## config.mk

```make
export PLATFORM = sky130hd
export DESIGN_NAME = bpc_controller
export DESIGN_NICKNAME = d
export VERILOG_FILES = /design/src/logic/bpc_pkg.sv /design/src/logic/bpc_controller.sv /design/src/logic/bpc_sync.sv
export SDC_FILE = /design/constraint.sdc
export NUM_CORES = 1
export LEC_CHECK = 0
export ABC_AREA = 1
export CORE_UTILIZATION = 42
export DETAILED_ROUTE_END_ITERATION = 12
export DONT_BUFFER_PORTS = 1
export GPL_TIMING_DRIVEN = 0
export PLACE_DENSITY = 0.63
export SLEW_MARGIN = 20
export SYNTH_ARGS = -nofsm -noshare
export SYNTH_HDL_FRONTEND = slang
export SYNTH_SLANG_ARGS = --single-unit
```

## constraint.sdc

```tcl
create_clock -name clk_i -period 4.4 [get_ports clk_i]
set_input_delay 0.44 -clock clk_i [delete_from_list [all_inputs] [get_ports clk_i]]
set_output_delay 0.44 -clock clk_i [all_outputs]
set_load 0.02 [all_outputs]
```

## src/logic/bpc_pkg.sv

```systemverilog
// package for the buck pwm / pulse-skip controller: timing, register map, types
// assumes a 200 MHz core clock and comparator outputs that arrive asynchronously
package bpc_pkg;

    // core clock and switching timing
    localparam int CLK_FREQ_KHZ = 200000;
    localparam int CYCLE_FREQ_KHZ = 1600;
    localparam int PWM_PERIOD_CYC = CLK_FREQ_KHZ / CYCLE_FREQ_KHZ;
    localparam int FOLDBACK_DIV = 3;
    localparam int DEAD_NS = 10;
    localparam int DEAD_CYC = (DEAD_NS * CLK_FREQ_KHZ + 999999) / 1000000;
    localparam int REF_SETTLE_US = 600;
    localparam int REF_SETTLE_CYC = REF_SETTLE_US * (CLK_FREQ_KHZ / 1000);
    localparam int ZC_ENTRY_COUNT = 8;
    localparam int SYNC_WIDTH = 12;

    // register map, byte addresses
    localparam logic [3:0] REG_CTRL = 4'h0;
    localparam logic [3:0] REG_STATUS = 4'h4;
    localparam logic [3:0] REG_CYCLES = 4'h8;
    localparam int CTRL_FORCE_PWM_BIT = 0;
    localparam logic CTRL_FORCE_PWM_RST = 1'b0;

    // converter sequencing states
    typedef enum logic [1:0] {
        ST_OFF = 2'b00,
        ST_REF_WAIT = 2'b01,
        ST_RUN = 2'b10
    } bpc_state_e;

    // switch phases
    typedef enum logic [2:0] {
        PH_IDLE = 3'b000,
        PH_DT_HS = 3'b001,
        PH_HS = 3'b010,
        PH_DT_LS = 3'b011,
        PH_LS = 3'b100
    } bpc_phase_e;

    // analog comparator bundle
    typedef struct packed {
        logic current_trip;
        logic overcurrent_trip;
        logic zero_cross;
        logic skip_current;
        logic output_high;
        logic output_below_nominal;
        logic output_low;
        logic short_output_foldback;
        logic supply_low_lockout;
    } bpc_cmp_s;

    // status word layout, low bits of the status register
    typedef struct packed {
        logic mode_skip;
        logic ref_ready;
        logic foldback;
        logic [3:0] zc_count;
        logic hold;
        logic skip;
        bpc_phase_e phase;
        bpc_state_e state;
    } bpc_status_s;

endpackage

```

## src/logic/bpc_controller.sv

```systemverilog
// buck converter switch sequencer: pwm cycles, pulse skipping, enable/standby
// assumes comparator and pin inputs are asynchronous; classic wishbone register slave
//
// Added by the designer: the Wishbone register port and the register addresses.
`timescale 1ns/1ps
module bpc_controller #(
    parameter int REF_SETTLE_CYC = bpc_pkg::REF_SETTLE_CYC,
    parameter int PWM_PERIOD_CYC = bpc_pkg::PWM_PERIOD_CYC,
    parameter int DEAD_CYC = bpc_pkg::DEAD_CYC,
    parameter int ZC_ENTRY_COUNT = bpc_pkg::ZC_ENTRY_COUNT
) (
    // clock and reset
    input wire logic clk_i,
    input wire logic rst_i,
    // host pins
    input wire logic enable_i,
    input wire logic reference_wake_request_i,
    input wire logic mode_select_i,
    // analog comparators
    input wire bpc_pkg::bpc_cmp_s cmp_i,
    // power stage and analog control
    output logic hs_on_o,
    output logic ls_on_o,
    output logic reference_on_o,
    output logic soft_start_o,
    output logic discharge_o,
    output logic skip_active_o,
    // wishbone slave
    input wire logic wb_cyc_i,
    input wire logic wb_stb_i,
    input wire logic wb_we_i,
    input wire logic [3:0] wb_adr_i,
    input wire logic [3:0] wb_sel_i,
    input wire logic [31:0] wb_dat_i,
    output logic [31:0] wb_dat_o,
    output logic wb_ack_o
);
    localparam int FOLD_PERIOD = PWM_PERIOD_CYC * bpc_pkg::FOLDBACK_DIV;
    localparam int CW = $clog2(FOLD_PERIOD + 1);
    localparam int RW = $clog2(REF_SETTLE_CYC + 1);
    localparam int DW = $clog2(DEAD_CYC + 1);

    logic [bpc_pkg::SYNC_WIDTH-1:0] sync_s;
    bpc_pkg::bpc_cmp_s cmp_s;
    logic en_s, wake_s, mode_s;
    bpc_pkg::bpc_state_e state_ff, nxt_state;
    bpc_pkg::bpc_phase_e phase_ff, nxt_phase;
    logic [CW-1:0] cyc_cnt_ff;
    logic [RW-1:0] ref_cnt_ff;
    logic [DW-1:0] dt_cnt_ff;
    logic [3:0] zc_cnt_ff;
    logic [15:0] cycles_ff;
    logic mode_eff_ff, skip_ff, hold_ff, zc_seen_ff, force_pwm_ff, ref_ready;
    logic run, tick, zc_now, skip_allowed, dead_done;
    bpc_pkg::bpc_status_s status;

    // every pin and comparator passes the three-stage filter
    bpc_sync #(
        .WIDTH(bpc_pkg::SYNC_WIDTH)
    ) u_sync (
        .clk_i(clk_i),
        .rst_i(rst_i),
        .async_i({enable_i, reference_wake_request_i, mode_select_i, cmp_i}),
        .sync_o(sync_s)
    );
    assign {en_s, wake_s, mode_s, cmp_s} = sync_s;

    // lockout treated as a disable so both switches stay off
    assign run = (state_ff == bpc_pkg::ST_RUN) && en_s && !cmp_s.supply_low_lockout;
    // foldback stretches the period threefold
    // compare with >= so a count past the short end (foldback just released) closes at once
    assign tick = run && (cyc_cnt_ff >= (cmp_s.short_output_foldback ?
        CW'(FOLD_PERIOD - 1) : CW'(PWM_PERIOD_CYC - 1)));
    assign zc_now = zc_seen_ff || cmp_s.zero_cross;
    assign skip_allowed = mode_eff_ff && !force_pwm_ff;
    assign dead_done = dt_cnt_ff == DW'(DEAD_CYC - 1);
    assign ref_ready = ref_cnt_ff == RW'(REF_SETTLE_CYC - 1);

    // cycle clock counter; counts only while running
    always_ff @(posedge clk_i) begin
        if (rst_i || !run || tick) begin
            cyc_cnt_ff <= '0;
        end else begin
            cyc_cnt_ff <= cyc_cnt_ff + CW'(1);
        end
    end

    // reference settle timer runs whenever the reference is powered
    always_ff @(posedge clk_i) begin
        if (rst_i || !reference_on_o) begin
            ref_cnt_ff <= '0;
        end else if (!ref_ready) begin
            ref_cnt_ff <= ref_cnt_ff + RW'(1);
        end
    end

    // sequencing: reference first, soft start only once it has settled
    always_comb begin
        nxt_state = state_ff;
        if (!en_s || cmp_s.supply_low_lockout) begin
            nxt_state = bpc_pkg::ST_OFF;
        end else begin
            unique case (state_ff)
                bpc_pkg::ST_OFF: nxt_state = bpc_pkg::ST_REF_WAIT;
                bpc_pkg::ST_REF_WAIT: begin
                    if (ref_ready) begin
                        nxt_state = bpc_pkg::ST_RUN;
                    end
                end
                bpc_pkg::ST_RUN: nxt_state = bpc_pkg::ST_RUN;
                default: nxt_state = bpc_pkg::ST_OFF;
            endcase
        end
    end

    always_ff @(posedge clk_i) begin
        if (rst_i) begin
            state_ff <= bpc_pkg::ST_OFF;
        end else begin
            state_ff <= nxt_state;
        end
    end

    // mode is sampled at cycle boundaries and while not running, so a cycle never changes mode midway
    always_ff @(posedge clk_i) begin
        if (rst_i) begin
            mode_eff_ff <= 1'b0;
        end else if (!run || tick) begin
            mode_eff_ff <= mode_s;
        end
    end

    // zero-cross seen in the current cycle; tick consumes it
    always_ff @(posedge clk_i) begin
        if (rst_i || !run || tick) begin
            zc_seen_ff <= 1'b0;
        end else if (cmp_s.zero_cross) begin
            zc_seen_ff <= 1'b1;
        end
    end

    // consecutive zero-cross counter, pwm only
    always_ff @(posedge clk_i) begin
        if (rst_i || !run || skip_ff || !skip_allowed) begin
            zc_cnt_ff <= '0;
        end else if (tick) begin
            if (!zc_now) begin
                zc_cnt_ff <= '0;
            end else if (zc_cnt_ff != 4'(ZC_ENTRY_COUNT - 1)) begin
                zc_cnt_ff <= zc_cnt_ff + 4'h1;
            end
        end
    end

    // skip entry on the eighth zero-cross cycle; exit on low output or forced pwm
    always_ff @(posedge clk_i) begin
        if (rst_i || !run || !skip_allowed) begin
            skip_ff <= 1'b0;
        end else if (cmp_s.output_low) begin
            skip_ff <= 1'b0;
        end else if (tick && zc_now && zc_cnt_ff == 4'(ZC_ENTRY_COUNT - 1)) begin
            skip_ff <= 1'b1;
        end
    end

    // hold off pulsing above the upper margin until output back at nominal
    always_ff @(posedge clk_i) begin
        if (rst_i || !skip_ff) begin
            hold_ff <= 1'b0;
        end else if (cmp_s.output_high) begin
            hold_ff <= 1'b1;
        end else if (cmp_s.output_below_nominal) begin
            hold_ff <= 1'b0;
        end
    end

    // switch phase sequencing; dead phases separate every hand-over
    always_comb begin
        nxt_phase = phase_ff;
        if (!run) begin
            nxt_phase = bpc_pkg::PH_IDLE;
        end else begin
            unique case (phase_ff)
                bpc_pkg::PH_IDLE: begin
                    if (tick && !(skip_ff && hold_ff)) begin
                        nxt_phase = bpc_pkg::PH_DT_HS;
                    end
                end
                bpc_pkg::PH_DT_HS: begin
                    if (dead_done) begin
                        nxt_phase = bpc_pkg::PH_HS;
                    end
                end
                bpc_pkg::PH_HS: begin
                    if (cmp_s.overcurrent_trip) begin
                        nxt_phase = bpc_pkg::PH_DT_LS;
                    end else if (skip_ff && (cmp_s.skip_current || cmp_s.output_high)) begin
                        nxt_phase = bpc_pkg::PH_DT_LS;
                    end else if (!skip_ff && cmp_s.current_trip) begin
                        nxt_phase = bpc_pkg::PH_DT_LS;
                    end
                end
                bpc_pkg::PH_DT_LS: begin
                    if (dead_done) begin
                        nxt_phase = bpc_pkg::PH_LS;
                    end
                end
                bpc_pkg::PH_LS: begin
                    if (skip_ff && cmp_s.zero_cross && !tick) begin
                        nxt_phase = bpc_pkg::PH_IDLE;
                    end else if (tick && !(skip_ff && hold_ff)) begin
                        nxt_phase = bpc_pkg::PH_DT_HS;
                    end else if (tick) begin
                        nxt_phase = bpc_pkg::PH_LS;
                    end
                end
                default: nxt_phase = bpc_pkg::PH_IDLE;
            endcase
        end
    end

    // phase register and dead timer
    always_ff @(posedge clk_i) begin
        if (rst_i) begin
            phase_ff <= bpc_pkg::PH_IDLE;
            dt_cnt_ff <= '0;
        end else begin
            phase_ff <= nxt_phase;
            dt_cnt_ff <= (nxt_phase != phase_ff) ? '0 : dt_cnt_ff + DW'(1);
        end
    end

    // registered drive outputs
    always_ff @(posedge clk_i) begin
        if (rst_i) begin
            hs_on_o <= 1'b0;
            ls_on_o <= 1'b0;
            reference_on_o <= 1'b0;
            soft_start_o <= 1'b0;
            discharge_o <= 1'b1;
            skip_active_o <= 1'b0;
        end else begin
            hs_on_o <= nxt_phase == bpc_pkg::PH_HS;
            ls_on_o <= nxt_phase == bpc_pkg::PH_LS;
            reference_on_o <= wake_s || en_s;
            soft_start_o <= nxt_state == bpc_pkg::ST_RUN;
            discharge_o <= !en_s;
            skip_active_o <= skip_ff;
        end
    end

    // cycle counter visible to software, wraps
    always_ff @(posedge clk_i) begin
        if (rst_i) begin
            cycles_ff <= 16'h0000;
        end else if (tick) begin
            cycles_ff <= cycles_ff + 16'h0001;
        end
    end

    // wishbone: one wait state, unmapped reads return zero
    assign status = '{mode_skip: mode_eff_ff, ref_ready: ref_ready,
        foldback: cmp_s.short_output_foldback, zc_count: zc_cnt_ff, hold: hold_ff,
        skip: skip_ff, phase: phase_ff, state: state_ff};

    always_ff @(posedge clk_i) begin
        if (rst_i) begin
            wb_ack_o <= 1'b0;
            wb_dat_o <= 32'h00000000;
            force_pwm_ff <= bpc_pkg::CTRL_FORCE_PWM_RST;
        end else begin
            wb_ack_o <= wb_cyc_i && wb_stb_i && !wb_ack_o;
            wb_dat_o <= 32'h00000000;
            if (wb_cyc_i && wb_stb_i && !wb_ack_o) begin
                if (wb_we_i && wb_adr_i == bpc_pkg::REG_CTRL && wb_sel_i[0]) begin
                    force_pwm_ff <= wb_dat_i[bpc_pkg::CTRL_FORCE_PWM_BIT];
                end
                if (!wb_we_i) begin
                    unique case (wb_adr_i)
                        bpc_pkg::REG_CTRL: wb_dat_o <= {31'h0, force_pwm_ff};
                        bpc_pkg::REG_STATUS: wb_dat_o <= {18'h0, status};
                        bpc_pkg::REG_CYCLES: wb_dat_o <= {16'h0000, cycles_ff};
                        default: wb_dat_o <= 32'h00000000;
                    endcase
                end
            end
        end
    end
endmodule // bpc_controller

```

## src/logic/bpc_sync.sv

```systemverilog
// three-stage input synchroniser with agreement filter
// assumes inputs are asynchronous to clk_i
`timescale 1ns/1ps
module bpc_sync #(
    parameter int WIDTH = 1
) (
    // clock and reset
    input wire logic clk_i,
    input wire logic rst_i,
    // raw and synchronised levels
    input wire logic [WIDTH-1:0] async_i,
    output logic [WIDTH-1:0] sync_o
);
    logic [WIDTH-1:0] s1_ff;
    logic [WIDTH-1:0] s2_ff;
    logic [WIDTH-1:0] s3_ff;

    // first stage feeds only the second; output moves once stages two and three agree
    always_ff @(posedge clk_i) begin
        if (rst_i) begin
            s1_ff <= '0;
            s2_ff <= '0;
            s3_ff <= '0;
            sync_o <= '0;
        end else begin
            s1_ff <= async_i;
            s2_ff <= s1_ff;
            s3_ff <= s2_ff;
            for (int i = 0; i < WIDTH; i++) begin
                if (s2_ff[i] == s3_ff[i]) begin
                    sync_o[i] <= s3_ff[i];
                end
            end
        end
    end
endmodule // bpc_sync

```

## After elaboration in Yosys (flattened, before gate mapping)

Index checks and enable logic that the tools add are counted.

- Register bits after elaboration: 145
- Output and inout bits: 39
- Word-level logic and storage cells: 138

- $add $sub $neg: 5
- Order comparisons: 1
- Eq/ne operators: 29
- Muxes and demuxes: 20
- Bitwise gates (word level): 1
- Reductions and logical operators: 47

Operators by type and width:

| cell | number |
|---|---|
| $pmux 16 s3 | 1 |
| $mux 3 | 10 |
| $add 17x1->17 const B | 1 |
| $eq 17x17->1 const B | 1 |
| $add 16x1->16 const B | 1 |
| $logic_and 1x1->1 | 16 |
| $pmux 3 s5 | 1 |
| $eq 1x1->1 | 12 |
| $logic_or 1x1->1 | 12 |
| $logic_not 1->1 | 10 |
| $add 9x1->9 const B | 1 |
| $eq 3x2->1 const B | 3 |
| $ge 9x9->1 | 1 |
| $mux 9 | 1 |
| $eq 4x3->1 const B | 2 |
| $mux 4 | 2 |
| $eq 3x3->1 const B | 2 |
| $pmux 2 s3 | 1 |
| $add 4x1->4 const B | 1 |
| $eq 2x1->1 const B | 2 |
| $eq 2x2->1 const B | 2 |
| $eq 4x4->1 const B | 1 |
| $logic_not 4->1 | 1 |
| $mux 2 | 2 |
| 13 further kinds | 16 |

## Logic depth before layout (Yosys ltp)

- Depth after elaboration: 11
- Depth in mapped cells: 17

## Modules after synthesis

Synthesis repeated with hierarchy kept, for this count alone.

- Cell total of the unflattened synthesis: 681
- Area, all modules: 5301.3 µm²

By module, submodules not included:

| module | instances | cells each | area an instance (µm²) |
|---|---|---|---|
| bpc_controller | 1 | 519 | 3789.9 |
| bpc_sync | 1 | 162 | 1511.4 |

## Worst setup path before layout

Ideal clock, no wire load.

- Path kind: reg-to-reg
- Start: register u_sync.sync_o[1]
- End: register dt_cnt_ff[0]
- Setup time: 0.078 ns
- Arrival time: 1.825 ns
- Setup slack: 2.497 ns
- Stages on the path, launching flop included: 15
- Buffers on the path: 1
- Cells stage by stage: dfxtp_1 inv_1 ha_1 a21oi_1 nand3_4 nand2_4 buf_6 nand2_1 nand2_1 nand2_1 nand2_1 nand2_1 nand2_1 nand3_1 nor3_1

- Word-level cells in the longest chain between the ends: 10

RTL lines:

| item | RTL line | RTL |
|---|---|---|
| start: declaration | bpc_sync.sv:12 | `output logic [WIDTH-1:0] sync_o` |
| start signal: indexed assignment | bpc_sync.sv:31 | `sync_o[i] <= s3_ff[i];` |
| $mux 9 * | bpc_controller.sv:72 | `assign tick = run && (cyc_cnt_ff >= (cmp_s.short_output_foldback ?` |
| $ge 9x9->1 * | bpc_controller.sv:72 |  |
| $logic_and 1x1->1 * | bpc_controller.sv:72 |  |
| $mux 3, or another cell as far along | bpc_controller.sv:213 | `end else if (tick) begin` |
| $mux 3 or $logic_and 1x1->1 (tied branches) | bpc_controller.sv:211, bpc_controller.sv:209 |  |
| $mux 3 | bpc_controller.sv:209 | `if (skip_ff && cmp_s.zero_cross && !tick) begin` |
| $pmux 3 s5 * | bpc_controller.sv:183 | `unique case (phase_ff)` |
| $mux 3 * | bpc_controller.sv:180 | `if (!run) begin` |
| $ne 3x3->1 * | bpc_controller.sv:229 | `dt_cnt_ff <= (nxt_phase != phase_ff) ? '0 : dt_cnt_ff + DW'(1);` |
| $reduce_or 2->1 (no line) * | -- |  |
| end signal: assignment | bpc_controller.sv:229 |  |
| end: declaration | bpc_controller.sv:50 | `logic [DW-1:0] dt_cnt_ff;` |

Mark *: on every way between the ends. The rest lies on a longest branch, timed or not.
A chain may end at the register's enable or synchronous reset.

## Worst setup path in the final report

- Start: register u_sync.sync_o[1]
- End: register cycles_ff[8]

- Word-level cells in the longest chain between the ends: 3

RTL lines:

| item | RTL line | RTL |
|---|---|---|
| $mux 9 | bpc_controller.sv:72 |  |
| $ge 9x9->1 | bpc_controller.sv:72 |  |
| $logic_and 1x1->1 | bpc_controller.sv:72 |  |
| end signal: assignment | bpc_controller.sv:257 | `cycles_ff <= cycles_ff + 16'h0001;` |
| end: declaration | bpc_controller.sv:52 | `logic [15:0] cycles_ff;` |

No other way between the ends.

==> results by group <==
Layout
  • Number of nets in the layout: 778
  • Cell Count, Final, Fillers Out: 893
  • Post-route cell area: 0.00604 sq mm
  • Layout Area Growth over Synthesis: 16.2%
  • Antenna fix cells: 0
  • Layout cells sized above 1: 0.0966

Route
  • Pre-antenna DRT Iters: 4
  • Via-per-instance ratio: 4.68
  • Met1 wire length: 4920 um
  • Avg WL per Cell: 11.7 um
  • Highest routing layer actually used: met4
  • Post-DRT Antenna Nets: 0
  • Detailed-route via count: 4175
  • Routed wire length: 10500 um
  • DR WL met3: 408 um
  • WL met2: 4960 um
  • Iteration-0 DRC Markers: 302
  • Residual DRC: 0

STA
  • Min Tclk post-route: 2.25 ns
  • Fin. Hold Viols: 0
  • Fmax: 445 MHz
  • Worst slew margin: 0.590
  • Worst Skew: 0.00468 ns
  • Max Slew Vio Count: 0
  • Slew @ Worst Pin: 0.615 ns
  • Final setup violation count: 0
  • Fin Hold WS: 0.123 ns
  • Setup TNS: 0 ns
  • Fin crit share: 0.511
  • RSZ-0062 raised after global routing: false

Clock network
  • Hold_buf cts: 0
  • CTS root buf: clkbuf_16
  • Clock sinks: 129
  • CTS tree: done
  • TritonCTS Buffers: 17
  • Clock slew at reported path FFs: 0.06 ns
  • # Post-CTS Setup Buffers: 0
  • Clk_lat worst skew: 0.41 ns
  • Post-CTS resize count: 0
  • Clock Tree Buf Depth: 2
  • Htree depth: 4

Floorplanning
  • Core box area: 0.0121 sq mm
  • Chip width: 113 um
  • Initial Util: 0.431
  • Rows: 40
  • DIE HEIGHT: 113 um
  • I/O pin cnt: 96
  • Die area: 0.0128 sq mm

Logic synthesis
  • Async set or reset register ratio after synthesis: 0
  • EDFF count, synth: 0
  • Post-synth top flop: dfxtp_1
  • Synth Warn #: 0
  • Post-Synthesis Cells: 679
  • Top post-synthesis cells by area: dfxtp_1, inv_1, nor2_1, nand2_1, a21oi_1
  • Area share of the largest cell type after synthesis: 0.497
  • Top cells by count, synth: dfxtp_1, inv_1, nor2_1
  • Synthesized cell area: 0.00520 sq mm
  • Area leader, netlist: dfxtp_1
  • Synth Register Bits: 129
  • Share of the yosys chip area belonging to registers: 0.497
  • Syn avg cell area: 7.66 sq um
  • Synth cell types: 36
  • Most common cell in the netlist: dfxtp_1

Critical path
  • Critical path fanouts, max: 5
  • CP peak stage delay: 0.43 ns
  • Reg2Reg Setup Slack: 2.15 ns
  • CP Class: flop to flop
  • CP startpoint kind: flop
  • Worst EP required: 4.70 ns
  • Crit path DAT: 2.55 ns
  • Slowest CP cell: dfxtp_1
  • Chain of cells forming the critical path: inv_1 > ha_1 > inv_1 > nor2_1 > nand3_2 > nand3_4 > nand2_4 > inv_2 > nand2_1 > nor2_2 > inv_1 > nor2_1 > nand2_1 > nand2_1 > a21oi_1
  • Worst setup EP type: flop

Global route
  • Vias in the first global route: 3896
  • Largest net degree at the start of global routing: 17
  • Remaining global-route overflow: 0
  • All-Layer GR Usage: 0.173
  • Initial antenna violation count: 0
  • First-pass GRT wire length: 17300 um

Power
  • Leakage: 2.46 nW
  • Max VDD drop: 0.267 mV
  • PD cells: 432 mW/mm^2

Status
  • Status: complete, no violations

Placed design
  • Post-Place Cells: 862
  • HPWL Detailed: 7530 um
  • GP Congestion: 0.855
  • Number of I/O port buffers: 0
  • Placed cell areas: 0.00547 sq mm

Flow run
  • MaxCap Viol Count: 0

Hold path
  • Hold WC Path Type: primary input to flop
-- routing by layer --
layer,GRT usage,vias to the layer above
met1,0.203,1882
li1,-,2183
met4,0.0763,0
met2,0.288,94
met3,0.0557,16
met5,0,-
-- critical path, delay by kind of cell (launching register included) --
kind,cells,cell delay [ns]
buffers and inverters,4,0.34
flip-flops,1,0.43
AO/OA/AOI/OAI,1,0.05
AND/OR/NAND/NOR,9,0.96
adder cells (fa/ha/maj),1,0.34
-- sequential cells by signal, summed over array words and instances, names as in the netlist, 2 cells and up --
register       cells
ref_cnt_ff        17
cycles_ff         16
wb_dat_o          16
u_sync.s1_ff      12
u_sync.s2_ff      12
u_sync.s3_ff      12
u_sync.sync_o     12
cyc_cnt_ff         9
zc_cnt_ff          4
phase_ff           3
dt_cnt_ff          2
state_ff           2
-- placed cells by master (no fill, tap or decap), types with 2 or more instances in the layout --
cell        instances
a211oi_1            7
a21oi_1            62
a31oi_1             2
buf_1               6
buf_4              16
bufinv_16           2
clkbuf_1            7
clkbuf_16          17
clkinv_2            4
clkinvlp_4          4
conb_1             16
dfxtp_1           129
ha_1                8
inv_1             118
inv_2               4
inv_6               2
nand2_1            93
nand2_2             3
nand2_4             2
nand3_1            23
nand3_2             4
nand4_1             9
nor2_1             94
nor2_2              4
nor3_1             20
nor3b_1             4
nor4_1              6
o21a_1              4
o21ai_0            38
xnor2_1             2
xor2_1              3
-- report_power, final --
group,total [W],switching [W],internal (W)
Clock,0.00135,0.000509,0.000843
Sequential,0.00119,0.00000655,0.00118
Combinational,0.0000664,0.0000443,0.0000221
Total,0.00261,0.000560,0.00205
-- logic make-up after synthesis --
group,count (synthesis),share of synthesized area
buf+inv,152,0.123
simple gates,267,0.232
other cells,1,0.000721
compound gates,117,0.121
xor+xnor,5,0.00842
flops,129,0.497
fa+ha+maj,8,0.0193
-- metrics by stage --
step	power, W	utilization	setup slack (ns)
3_3_place_gp	0.00128	0.453	2.22
5_1_grt	0.00270	0.501	1.90
4_1_cts	0.00264	0.501	2.14
6_report	0.00261	0.501	2.15
3_5_place_dp	0.00128	0.453	2.18
2_1_floorplan	0.00127	-	2.50
-- layout make-up --
| type | count | area, sq um |
|---|---|---|
| buffer | 30 | 180 |
| clock buffer | 18 | 439 |
| clock inverter | 13 | 136 |
| fill | 1155 | 6020 |
| inverter | 122 | 458 |
| multi-input combinational | 413 | 2040 |
| sequential | 129 | 2580 |
| tap | 168 | 210 |
-- final timing paths --
kind,startpoint,endpoint,depth (start not counted)
worst min-delay path,cmp_i[3],u_sync.s1_ff[3]$_SDFF_PP0_,2
worst min register to register,u_sync.s1_ff[1]$_SDFF_PP0_,u_sync.s2_ff[1]$_SDFF_PP0_,2
worst max register to register,u_sync.sync_o[1]$_SDFFE_PP0N_,cycles_ff[8]$_SDFFE_PP0P_,15
worst max-delay path,u_sync.sync_o[1]$_SDFFE_PP0N_,cycles_ff[8]$_SDFFE_PP0P_,15
Note: power is estimated with default switching activity, not from simulation.
